`src/cw_pkg.sv`:
```
package cw_pkg;
   // ----------------------------------------------------------------
   // register map
   // ----------------------------------------------------------------
   localparam logic [7:0] ctrl_word_off = 8'h00;
   localparam logic [7:0] config_off = 8'h04;
   localparam logic [7:0] state_off = 8'h08;
   localparam logic [7:0] outputs_off = 8'h0C;
   localparam logic [7:0] estop_time_off = 8'h10;
   // ----------------------------------------------------------------
   // control word bit positions
   // ----------------------------------------------------------------
   localparam int bit_ramp_stop = 0;
   localparam int bit_coast_stop = 1;
   localparam int bit_quick_stop = 2;
   localparam int bit_op_enable = 3;
   localparam int bit_ramp_out_zero = 4;
   localparam int bit_ramp_hold = 5;
   localparam int bit_ramp_in_zero = 6;
   localparam int bit_fault_reset = 7;
   localparam int bit_fb_gate = 10;
   localparam int bit_location = 11;
   localparam int bit_specific_lo = 12;
   // config bits
   localparam int cfg_run_from_fb = 0;
   localparam int cfg_ramp_in_from_fb = 1;
   localparam int cfg_reset_from_fb = 2;
   localparam int cfg_loc_from_fb = 3;
   localparam logic [31:0] config_reset = 32'h0000000F;
   localparam logic [15:0] ctrl_word_reset = 16'h0000;
   localparam logic [15:0] estop_time_reset = 16'h0064;
   // ----------------------------------------------------------------
   // types
   // ----------------------------------------------------------------
   typedef enum logic [2:0] {
      st_switch_on_inhibited,
      st_ready_to_switch_on,
      st_ready_to_operate,
      st_operation_enabled,
      st_ramp_stop_active,
      st_coast_stop_active,
      st_quick_stop_active,
      st_fault
   } drive_state_t;
   typedef struct packed {
      logic ramp_stop;
      logic coast_stop;
      logic quick_stop;
      logic op_enable;
      logic ramp_out_zero;
      logic ramp_hold;
      logic ramp_in_zero;
      logic fault_reset;
      logic fb_gate;
      logic location;
      logic [3:0] specific;
   } cw_fields_t;
   typedef struct packed {
      logic run_enable;
      logic ramp_out_enable;
      logic ramp_accel_enable;
      logic ramp_in_enable;
      logic location_two;
      logic fault_clear;
      logic coasting;
      logic [3:0] specific;
   } drive_cmd_t;
endpackage : cw_pkg

```
`src/cw_field_split.sv`:
```
module cw_field_split (
   input wire logic [15:0] word,
   output cw_pkg::cw_fields_t fields
);
   // bits 8 and 9 are reserved and dropped here
   assign fields.ramp_stop = word[cw_pkg::bit_ramp_stop];
   assign fields.coast_stop = word[cw_pkg::bit_coast_stop];
   assign fields.quick_stop = word[cw_pkg::bit_quick_stop];
   assign fields.op_enable = word[cw_pkg::bit_op_enable];
   assign fields.ramp_out_zero = word[cw_pkg::bit_ramp_out_zero];
   assign fields.ramp_hold = word[cw_pkg::bit_ramp_hold];
   assign fields.ramp_in_zero = word[cw_pkg::bit_ramp_in_zero];
   assign fields.fault_reset = word[cw_pkg::bit_fault_reset];
   assign fields.fb_gate = word[cw_pkg::bit_fb_gate];
   assign fields.location = word[cw_pkg::bit_location];
   assign fields.specific = word[15:cw_pkg::bit_specific_lo];
endmodule : cw_field_split

```
`src/drive_control_word_decoder.sv`:
```
// Chosen here: the AHB-Lite register port and the register offsets.
module drive_control_word_decoder (
   input wire logic hclk,
   input wire logic hresetn,
   input wire logic hsel,
   input wire logic [31:0] haddr,
   input wire logic [1:0] htrans,
   input wire logic hwrite,
   input wire logic [2:0] hsize,
   input wire logic [31:0] hwdata,
   input wire logic hready,
   output logic [31:0] hrdata,
   output logic hreadyout,
   output logic hresp,
   input wire logic fault_in,
   input wire logic ext_run_enable,
   input wire logic speed_zero,
   output cw_pkg::drive_state_t drive_state,
   output cw_pkg::drive_cmd_t drive_cmd
);
   // ----------------------------------------------------------------
   // state
   // ----------------------------------------------------------------
   typedef struct packed {
      logic wr_pend;
      logic rd_pend;
      logic [7:0] addr;
      logic [31:0] rdata;
      logic [15:0] ctrl_word;
      logic [3:0] cfg;
      logic [15:0] estop_time;
      logic [15:0] estop_cnt;
      logic reset_prev;
      logic [1:0] fault_sync;
      logic [1:0] run_sync;
      logic [1:0] zero_sync;
      cw_pkg::drive_state_t st;
      cw_pkg::drive_cmd_t cmd;
   } state_t;

   state_t state_reg;
   state_t state_next;
   cw_pkg::cw_fields_t f;
   logic fault_s;
   logic run_s;
   logic zero_s;
   logic gate;
   logic run_ok;
   logic reset_edge;

   cw_field_split u_split (
      .word(state_reg.ctrl_word),
      .fields(f)
   );

   assign fault_s = state_reg.fault_sync[1];
   assign run_s = state_reg.run_sync[1];
   assign zero_s = state_reg.zero_sync[1];
   assign gate = f.fb_gate;
   // the bit always has to ask; a local run enable adds its own consent only when cfg_run_from_fb is clear
   assign run_ok = gate & f.op_enable & (state_reg.cfg[cw_pkg::cfg_run_from_fb] | run_s);
   assign reset_edge = gate & state_reg.cfg[cw_pkg::cfg_reset_from_fb] & f.fault_reset
      & ~state_reg.reset_prev;
   assign hreadyout = 1'b1;
   assign hresp = 1'b0;
   assign hrdata = state_reg.rdata;
   assign drive_state = state_reg.st;
   assign drive_cmd = state_reg.cmd;

   always_comb begin
      state_next = state_reg;
      state_next.fault_sync = {state_reg.fault_sync[0], fault_in};
      state_next.run_sync = {state_reg.run_sync[0], ext_run_enable};
      state_next.zero_sync = {state_reg.zero_sync[0], speed_zero};
      state_next.reset_prev = f.fault_reset;
      // ----------------------------------------------------------------
      // bus slave: writes land in the data phase, zero wait
      // ----------------------------------------------------------------
      state_next.wr_pend = 1'b0;
      state_next.rd_pend = 1'b0;
      if (state_reg.wr_pend) begin
         if (state_reg.addr == cw_pkg::ctrl_word_off) begin
            state_next.ctrl_word = hwdata[15:0];
         end else if (state_reg.addr == cw_pkg::config_off) begin
            state_next.cfg = hwdata[3:0];
         end else if (state_reg.addr == cw_pkg::estop_time_off) begin
            state_next.estop_time = hwdata[15:0];
         end
      end
      if (hsel && hready && htrans[1]) begin
         state_next.addr = haddr[7:0];
         state_next.wr_pend = hwrite;
         state_next.rd_pend = ~hwrite;
         if (haddr[7:0] == cw_pkg::ctrl_word_off) begin
            state_next.rdata = {16'h0000, state_reg.ctrl_word & 16'hFCFF};
         end else if (haddr[7:0] == cw_pkg::config_off) begin
            state_next.rdata = {28'h0000000, state_reg.cfg};
         end else if (haddr[7:0] == cw_pkg::state_off) begin
            state_next.rdata = {29'h00000000, state_reg.st};
         end else if (haddr[7:0] == cw_pkg::outputs_off) begin
            state_next.rdata = {21'h000000, state_reg.cmd};
         end else if (haddr[7:0] == cw_pkg::estop_time_off) begin
            state_next.rdata = {16'h0000, state_reg.estop_time};
         end else begin
            state_next.rdata = 32'h00000000;
         end
      end
      // ----------------------------------------------------------------
      // drive state machine
      // ----------------------------------------------------------------
      // interlocks bypass the gate so the master can always stop
      if (fault_s && state_reg.st != cw_pkg::st_fault) begin
         state_next.st = cw_pkg::st_fault;
      end else if (!f.coast_stop && state_reg.st != cw_pkg::st_switch_on_inhibited
            && state_reg.st != cw_pkg::st_fault && state_reg.st != cw_pkg::st_coast_stop_active) begin
         state_next.st = cw_pkg::st_coast_stop_active;
      end else begin
         case (state_reg.st)
            cw_pkg::st_fault: begin
               if (reset_edge && !fault_s) begin
                  state_next.st = cw_pkg::st_switch_on_inhibited;
               end
            end
            cw_pkg::st_coast_stop_active: begin
               if (zero_s) begin
                  state_next.st = cw_pkg::st_switch_on_inhibited;
               end
            end
            cw_pkg::st_quick_stop_active: begin
               if (zero_s || state_reg.estop_cnt == 16'h0000) begin
                  state_next.st = cw_pkg::st_switch_on_inhibited;
               end else begin
                  state_next.estop_cnt = state_reg.estop_cnt - 16'h0001;
               end
            end
            cw_pkg::st_switch_on_inhibited: begin
               if (!f.ramp_stop && f.coast_stop && f.quick_stop) begin
                  state_next.st = cw_pkg::st_ready_to_switch_on;
               end
            end
            cw_pkg::st_ramp_stop_active: begin
               if (!f.quick_stop) begin
                  state_next.st = cw_pkg::st_quick_stop_active;
                  state_next.estop_cnt = state_reg.estop_time;
               end else if (zero_s) begin
                  state_next.st = cw_pkg::st_ready_to_switch_on;
               end
            end
            default: begin
               if (!f.quick_stop) begin
                  state_next.st = cw_pkg::st_quick_stop_active;
                  state_next.estop_cnt = state_reg.estop_time;
               end else if (!f.ramp_stop) begin
                  if (state_reg.st == cw_pkg::st_ready_to_switch_on) begin
                     state_next.st = cw_pkg::st_ready_to_switch_on;
                  end else begin
                     state_next.st = cw_pkg::st_ramp_stop_active;
                  end
               end else if (state_reg.st == cw_pkg::st_ready_to_switch_on) begin
                  state_next.st = cw_pkg::st_ready_to_operate;
               end else if (state_reg.st == cw_pkg::st_ready_to_operate) begin
                  if (run_ok) begin
                     state_next.st = cw_pkg::st_operation_enabled;
                  end
               end else if (!run_ok) begin
                  state_next.st = cw_pkg::st_ready_to_operate;
               end
            end
         endcase
      end
      // ----------------------------------------------------------------
      // command outputs
      // ----------------------------------------------------------------
      state_next.cmd.run_enable = (state_next.st == cw_pkg::st_operation_enabled);
      state_next.cmd.ramp_out_enable = gate & f.ramp_out_zero;
      state_next.cmd.ramp_accel_enable = gate & f.ramp_hold;
      // when not fieldbus sourced, the input is left enabled for the drive's own source
      state_next.cmd.ramp_in_enable = state_reg.cfg[cw_pkg::cfg_ramp_in_from_fb] ?
         (gate & f.ramp_in_zero) : 1'b1;
      if (gate && state_reg.cfg[cw_pkg::cfg_loc_from_fb]) begin
         state_next.cmd.location_two = f.location;
      end
      state_next.cmd.fault_clear = reset_edge;
      state_next.cmd.coasting = (state_next.st == cw_pkg::st_coast_stop_active);
      state_next.cmd.specific = gate ? f.specific : state_reg.cmd.specific;
      if (!gate) begin
         state_next.cmd.run_enable = state_next.cmd.run_enable & ~state_reg.cfg[cw_pkg::cfg_run_from_fb];
      end
   end

   always_ff @(posedge hclk or negedge hresetn) begin
      if (!hresetn) begin
         state_reg <= '{wr_pend: 1'b0, rd_pend: 1'b0, addr: 8'h00, rdata: 32'h00000000,
            ctrl_word: cw_pkg::ctrl_word_reset, cfg: cw_pkg::config_reset[3:0],
            estop_time: cw_pkg::estop_time_reset, estop_cnt: 16'h0000, reset_prev: 1'b0,
            fault_sync: 2'h0, run_sync: 2'h0, zero_sync: 2'h0,
            st: cw_pkg::st_switch_on_inhibited, cmd: '0};
      end else begin
         state_reg <= state_next;
      end
   end
endmodule : drive_control_word_decoder

```
`config.mk`:
```
export PLATFORM = sky130hd
export DESIGN_NAME = drive_control_word_decoder
export DESIGN_NICKNAME = d
export VERILOG_FILES = /design/src/cw_pkg.sv /design/src/cw_field_split.sv /design/src/drive_control_word_decoder.sv
export SDC_FILE = /design/constraint.sdc
export NUM_CORES = 1
export LEC_CHECK = 0
export ABC_CLOCK_PERIOD_IN_PS = 2400
export BUFFER_PORTS_ARGS = -buffer_cell sky130_fd_sc_hd__buf_2
export CORE_UTILIZATION = 53
export CTS_CLUSTER_SIZE = 40
export DETAILED_ROUTE_END_ITERATION = 7
export PLACE_DENSITY = 0.8
export SLEW_MARGIN = 20
export SYNTH_ARGS = -nofsm -noshare
export SYNTH_HDL_FRONTEND = slang
export SYNTH_SLANG_ARGS = --single-unit
```
`constraint.sdc`:
```
create_clock -name hclk -period 2.4 [get_ports hclk]
set_clock_uncertainty 0.2 [all_clocks]
set_input_delay 0.12 -clock hclk [delete_from_list [all_inputs] [get_ports hclk]]
set_output_delay 0.12 -clock hclk [all_outputs]
set_load 0.02 [all_outputs]
```
# Yosys cells after proc, flatten, opt, wreduce, memory -nomap -nowiden
# Index checks and enable logic that the tools add are counted.
dict set report classes {
  n_reduce_logical 24
  addsub 1
  n_eq_ne 18
  mux 27
  bitwise 18
}
# op count
set op_table {}
lappend op_table {{2-to-1 mux 16 bit} 7}
lappend op_table {{2-to-1 mux 3 bit} 15}
lappend op_table {{2-to-1 mux 42 bit} 1}
lappend op_table {{case mux 16 bit (2 select lines)} 1}
lappend op_table {{== test 8 x 3 -> 1 bit (second input constant)} 2}
lappend op_table {{== test 8 x 4 -> 1 bit (second input constant)} 2}
lappend op_table {{== test 8 x 5 -> 1 bit (second input constant)} 2}
lappend op_table {{zero test 16 bit} 1}
lappend op_table {{zero test 8 bit} 2}
lappend op_table {{subtractor 16 x 1 -> 16 bit (second input constant)} 1}
lappend op_table {{== test 3 bit (second input constant)} 5}
lappend op_table {{case mux 3 bit (5 select lines)} 1}
lappend op_table {{logical AND 1 bit} 10}
lappend op_table {{bitwise AND 1 bit} 9}
lappend op_table {{inverter 1 bit} 8}
lappend op_table {{== test 3 x 2 -> 1 bit (second input constant)} 2}
lappend op_table {{inequality test 3 bit (second input constant)} 2}
lappend op_table {{AND reduction 5 bit} 1}
lappend op_table {{AND reduction 4 bit} 1}
lappend op_table {{== test 3 x 1 -> 1 bit (second input constant)} 1}
lappend op_table {{zero test 1 bit} 3}
lappend op_table {{zero test 3 bit} 1}
lappend op_table {{AND reduction 3 bit} 1}
lappend op_table {{nonzero test 3 bit} 1}
lappend op_table {{7 further kinds} 8}
dict set report totals {
  in_bits 77
  wordCells 108
  regBits 114
  output_inout_bits 48
}

# Longest topological paths before layout
dict set report depth {
  ltp_word 13
  ltp_mapped 8
  ltp_nobuf 7
}

# Hierarchy
# A second synthesis with hierarchy kept.
dict set report unflattened {
  cells_unflattened 472
  area_unflattened_um2 5104.9
}
# mod seq_area_each_um2 area_each_um2 cells_each instances
set modules_own_cells {}
lappend modules_own_cells {drive_control_word_decoder 2461.1 4999.8 458 1}
lappend modules_own_cells {cw_field_split 0.0 105.1 14 1}

# Least setup slack after synthesis
# No wires, ideal clock.
dict set report synth_path {
  path_kind {register -> register}
  from {reg state_reg[21] (netlist name)}
  to {reg state_reg (netlist bit drive_cmd[10])}
  synth_period_minus_slack_ps 2256
  path_slack_ps 144
  required_time_ps 2112
  setup_ps 88
  arrival_time_ps 1968
  n_path_buf 0
  path_stages_with_launch 8
  cell_sequence {dfrtp_1 inv_1 ha_1 nor3b_2 and4_1 nor2_1 or4_1 nor3b_1}
}
# element line_no
set synth_rtl {}
lappend synth_rtl {{from (decl)} drive_control_word_decoder.sv:41} ;# state_t state_reg;
lappend synth_rtl {{from (signal assigned)} drive_control_word_decoder.sv:193} ;# state_reg <= '{wr_pend: 1'b0, rd_pend: 1'b0, addr: 8'h00, rdata: 32'h00000000,
lappend synth_rtl {{from (signal assigned)} drive_control_word_decoder.sv:199} ;# state_reg <= state_next;

# Worst setup path in the final report
dict set report layout_path {
  from {in haddr[7]}
  to {reg state_reg (netlist bit hrdata[15])}
}
dict set report layout_between {
  elab_chain_cells 6
  elab_cells_between_ends 10
  cone_classes {eq/ne: 4; mux: 5; reduce/logical: 1}
}
# element line_no
set layout_lines {}
lappend layout_lines {{from (decl)} drive_control_word_decoder.sv:6} ;# input wire logic [31:0] haddr,
lappend layout_lines {{== test 8 x 5 -> 1 bit} drive_control_word_decoder.sv:102} ;# end else if (haddr[7:0] == cw_pkg::estop_time_off) begin
lappend layout_lines {{2-to-1 mux 16 bit} drive_control_word_decoder.sv:102}
lappend layout_lines {{2-to-1 mux 16 bit} drive_control_word_decoder.sv:100} ;# end else if (haddr[7:0] == cw_pkg::outputs_off) begin
lappend layout_lines {{2-to-1 mux 16 bit} drive_control_word_decoder.sv:98} ;# end else if (haddr[7:0] == cw_pkg::state_off) begin
lappend layout_lines {{2-to-1 mux 16 bit} drive_control_word_decoder.sv:96} ;# end else if (haddr[7:0] == cw_pkg::config_off) begin
lappend layout_lines {{2-to-1 mux 16 bit (*)} drive_control_word_decoder.sv:94} ;# if (haddr[7:0] == cw_pkg::ctrl_word_off) begin
# Mark *: on every way between the ends. The rest lies on a longest branch, timed or not.
# A chain may end at the register's enable or synchronous reset.

==> flow_metrics.env <==
export IMPL_drive_gt1_frac=0.312
export IMPL_cts_tree="done"
export IMPL_numPortBuffers=62
export IMPL_async_flop_share=1.00
export IMPL_antenna_diode_count=0
export IMPL_ys_types=64
export IMPL_synth_area_leaders="dfrtp_1 (45%), mux2_2 (9.1%), buf_4 (7.4%)"
export IMPL_critPathCapture="hrdata[15]$_DFFE_PN0P_"
export IMPL_startpoint="haddr[7]"
export IMPL_r2r_end="drive_cmd[10]$_DFF_PN0_"
export IMPL_crit_fanout=10
export IMPL_tightest_slew_ps=679
export IMPL_seqCellArea_um2=2410
export IMPL_synth_ff_type="dfrtp_1"
export IMPL_ios=125
export IMPL_routed_wl_um=12300
export IMPL_dpl_instance_area_um2=5220
export IMPL_p_leak_nw=2.64
export IMPL_syn_to_final_growth_pct=16.0
export IMPL_finalMaxSlewViolations=0
export IMPL_vdd_ir_drop_max_uv=481
export IMPL_power_mw=5.21
export IMPL_synthDominantCellAreaShare=0.450
export IMPL_post_cts_setup_buffers=0
export IMPL_grt_pass1_vias=3882
export IMPL_hold_viol=0
export IMPL_drt_iter0_drc=232
export IMPL_fin_cells=666
export IMPL_yosysWarnings=0
export IMPL_critPathKind="input pin to flip-flop"
export IMPL_antenna_found_initial=0
export IMPL_r2r_slack_ps=100
export IMPL_critPathCaptureType="flip-flop"
export IMPL_finalCritPeriodShare=0.963
export IMPL_cts_sinks=96
export IMPL_insertion_delay_ps=360
export IMPL_grt_usage=0.264
export IMPL_grt_pass1_wl_um=19700
export IMPL_grt_max_degree=52
export IMPL_multi_input_area_um2=2100
export IMPL_min_period_ps=2310
export IMPL_maxSlewHeadroom=0.548
export IMPL_reg2regPathDepth=5
export IMPL_start_util=0.557
export IMPL_avgSynthCellArea_um2=10.3
export IMPL_rsz0062_at_grt="no"
export IMPL_max_cap_violations=0
export IMPL_detail_route_wl_per_cell_um=18.4
export IMPL_ys_seq_area_frac=0.487
export IMPL_rows=34
export IMPL_dp_cells=621
export IMPL_cts_buffers=9
export IMPL_fillers=675
export IMPL_fp_dieW_um=98.6
export IMPL_r2r_start="drive_state[1]$_DFF_PN0_"
export IMPL_critPathArrivalTime_ps=2410
export IMPL_largest_reg_flops=61
export IMPL_dpl_hpwl_um=8310
export IMPL_required_ps=2500
export IMPL_fmax_ghz=0.433
export IMPL_syn_inst=479
export IMPL_syn_cell_area_um2=4950
export IMPL_worst_setup_path_start_kind="input pin"
export IMPL_finalSetupTns_ps=0
export IMPL_fin_area_um2=5740
export IMPL_gr_total_overflow=0
export IMPL_root_buffer="clkbuf_8"
export IMPL_status="finished, final reports clean"
export IMPL_synth_area_leader_cell="dfrtp_1"
export IMPL_final_common_cell="dfrtp_1"
export IMPL_final_antenna_net_count=0
export IMPL_clk_pin_slew_ps=100
export IMPL_htree_levels=3
export IMPL_fin_util=0.646
export IMPL_setup_viol_count_final=0
export IMPL_dr_pass1_iters=5
export IMPL_gp_congestion=0.838
export IMPL_vias=3991
export IMPL_powerDensity_nw_per_um2=908
export IMPL_fp_dieArea_um2=9730
export IMPL_route_detailed_drc=0
export IMPL_synth_edf_count=0
export IMPL_synth_seq_cells=96
export IMPL_layout_common_cells="dfrtp_1 (89), buf_2 (61), nand2_1 (51)"
export IMPL_die_h_um=98.6
export IMPL_via_per_inst=5.99
export IMPL_min_path_type="input pin to asynchronous set/reset pin"
export IMPL_fp_coreArea_um2=8890
export IMPL_clockBufferDepth=2
export IMPL_final_nets=631
[layer usage]
layer  routed length [um]  track usage
met5                    0            0
met4                  323       0.0907
met3                  853       0.0617
met2                 6160        0.449
met1                 4930        0.332
[stage by stage]
stage | hold WS (ps) | setup slack [ps]
final | 117 | 89.1
after global placement | -19.4 | 116
after CTS | 108 | 15.5
after detailed placement | -3.47 | 77.7
after global routing | 165 | 12.8
after floorplan | -376 | 144
[report_power, final]
part,internal (mW),switching (mW)
registers,1.96,0.353
logic,0.773,0.967
clock network,0.589,0.574
total,3.32,1.89
[area by class of cell]
cell class              count  share of cell area
well taps                 108              0.0235
clock inverters             5              0.0142
repair buffers            123               0.149
flip-flops and latches     96               0.420
clock buffers              11              0.0229
inverters                   6             0.00392
multi-input cells         317               0.366
[cell usage after synthesis (3+ instances only)]
| cell | n |
|---|---|
| a21oi_1 | 25 |
| a221o_1 | 3 |
| a22o_1 | 3 |
| a22oi_1 | 8 |
| a31oi_1 | 6 |
| and2_1 | 7 |
| buf_2 | 6 |
| buf_4 | 49 |
| clkbuf_1 | 17 |
| dfrtp_1 | 89 |
| dfstp_2 | 7 |
| inv_1 | 6 |
| mux2_2 | 40 |
| mux2i_1 | 5 |
| nand2_1 | 51 |
| nand3_1 | 16 |
| nand4_1 | 4 |
| nor2_1 | 25 |
| nor2b_1 | 3 |
| nor3_1 | 6 |
| nor3b_1 | 6 |
| nor4_1 | 7 |
| o21ai_0 | 18 |
| o22ai_1 | 11 |
| o2bb2ai_1 | 5 |
| o31ai_1 | 3 |
| or4_1 | 3 |
[worst min path at each step]
stage                                   from                          to  slack (ps)  cells after the start
floorplan                            hresetn    drive_cmd[0]$_DFFE_PN0P_        -380                      0
global placement                     hresetn    drive_state[0]$_DFF_PN0_         -20                      1
detailed placement                   hresetn    drive_state[1]$_DFF_PN0_          -3                      1
CTS                                   hready  state_reg[107]$_DFFE_PN0P_         110                      4
global route        state_next[17]$_DFF_PN0_             run_s$_DFF_PN0_         160                      0
finish                               hresetn    drive_state[0]$_DFF_PN0_         120                      2
[timing repair]
action	CTS	global route
hold endpoints to repair	93	0
resized for setup	0	5
hold buffers	29	0
setup endpoints to repair	0	16
[worst max-delay path, stage by stage]
cell	delay (ps)
dlygate4sd3_1	540
buf_2	130
or4_1	460
or3_4	420
nor3_4	220
buf_4	230
and3_1	180
a221o_1	110
[cell families after synthesis]
group / Yosys count / share of synthesized area
multiplexers: 46 / 0.106
AND/OR/NAND/NOR: 149 / 0.157
AO/OA/AOI/OAI: 103 / 0.142
other: 2 / 0.00152
adder cells (fa/ha/maj): 1 / 0.00253
flip-flops: 96 / 0.487
buffers and inverters: 82 / 0.104
No activity file was read; power rests on OpenSTA's default activity.
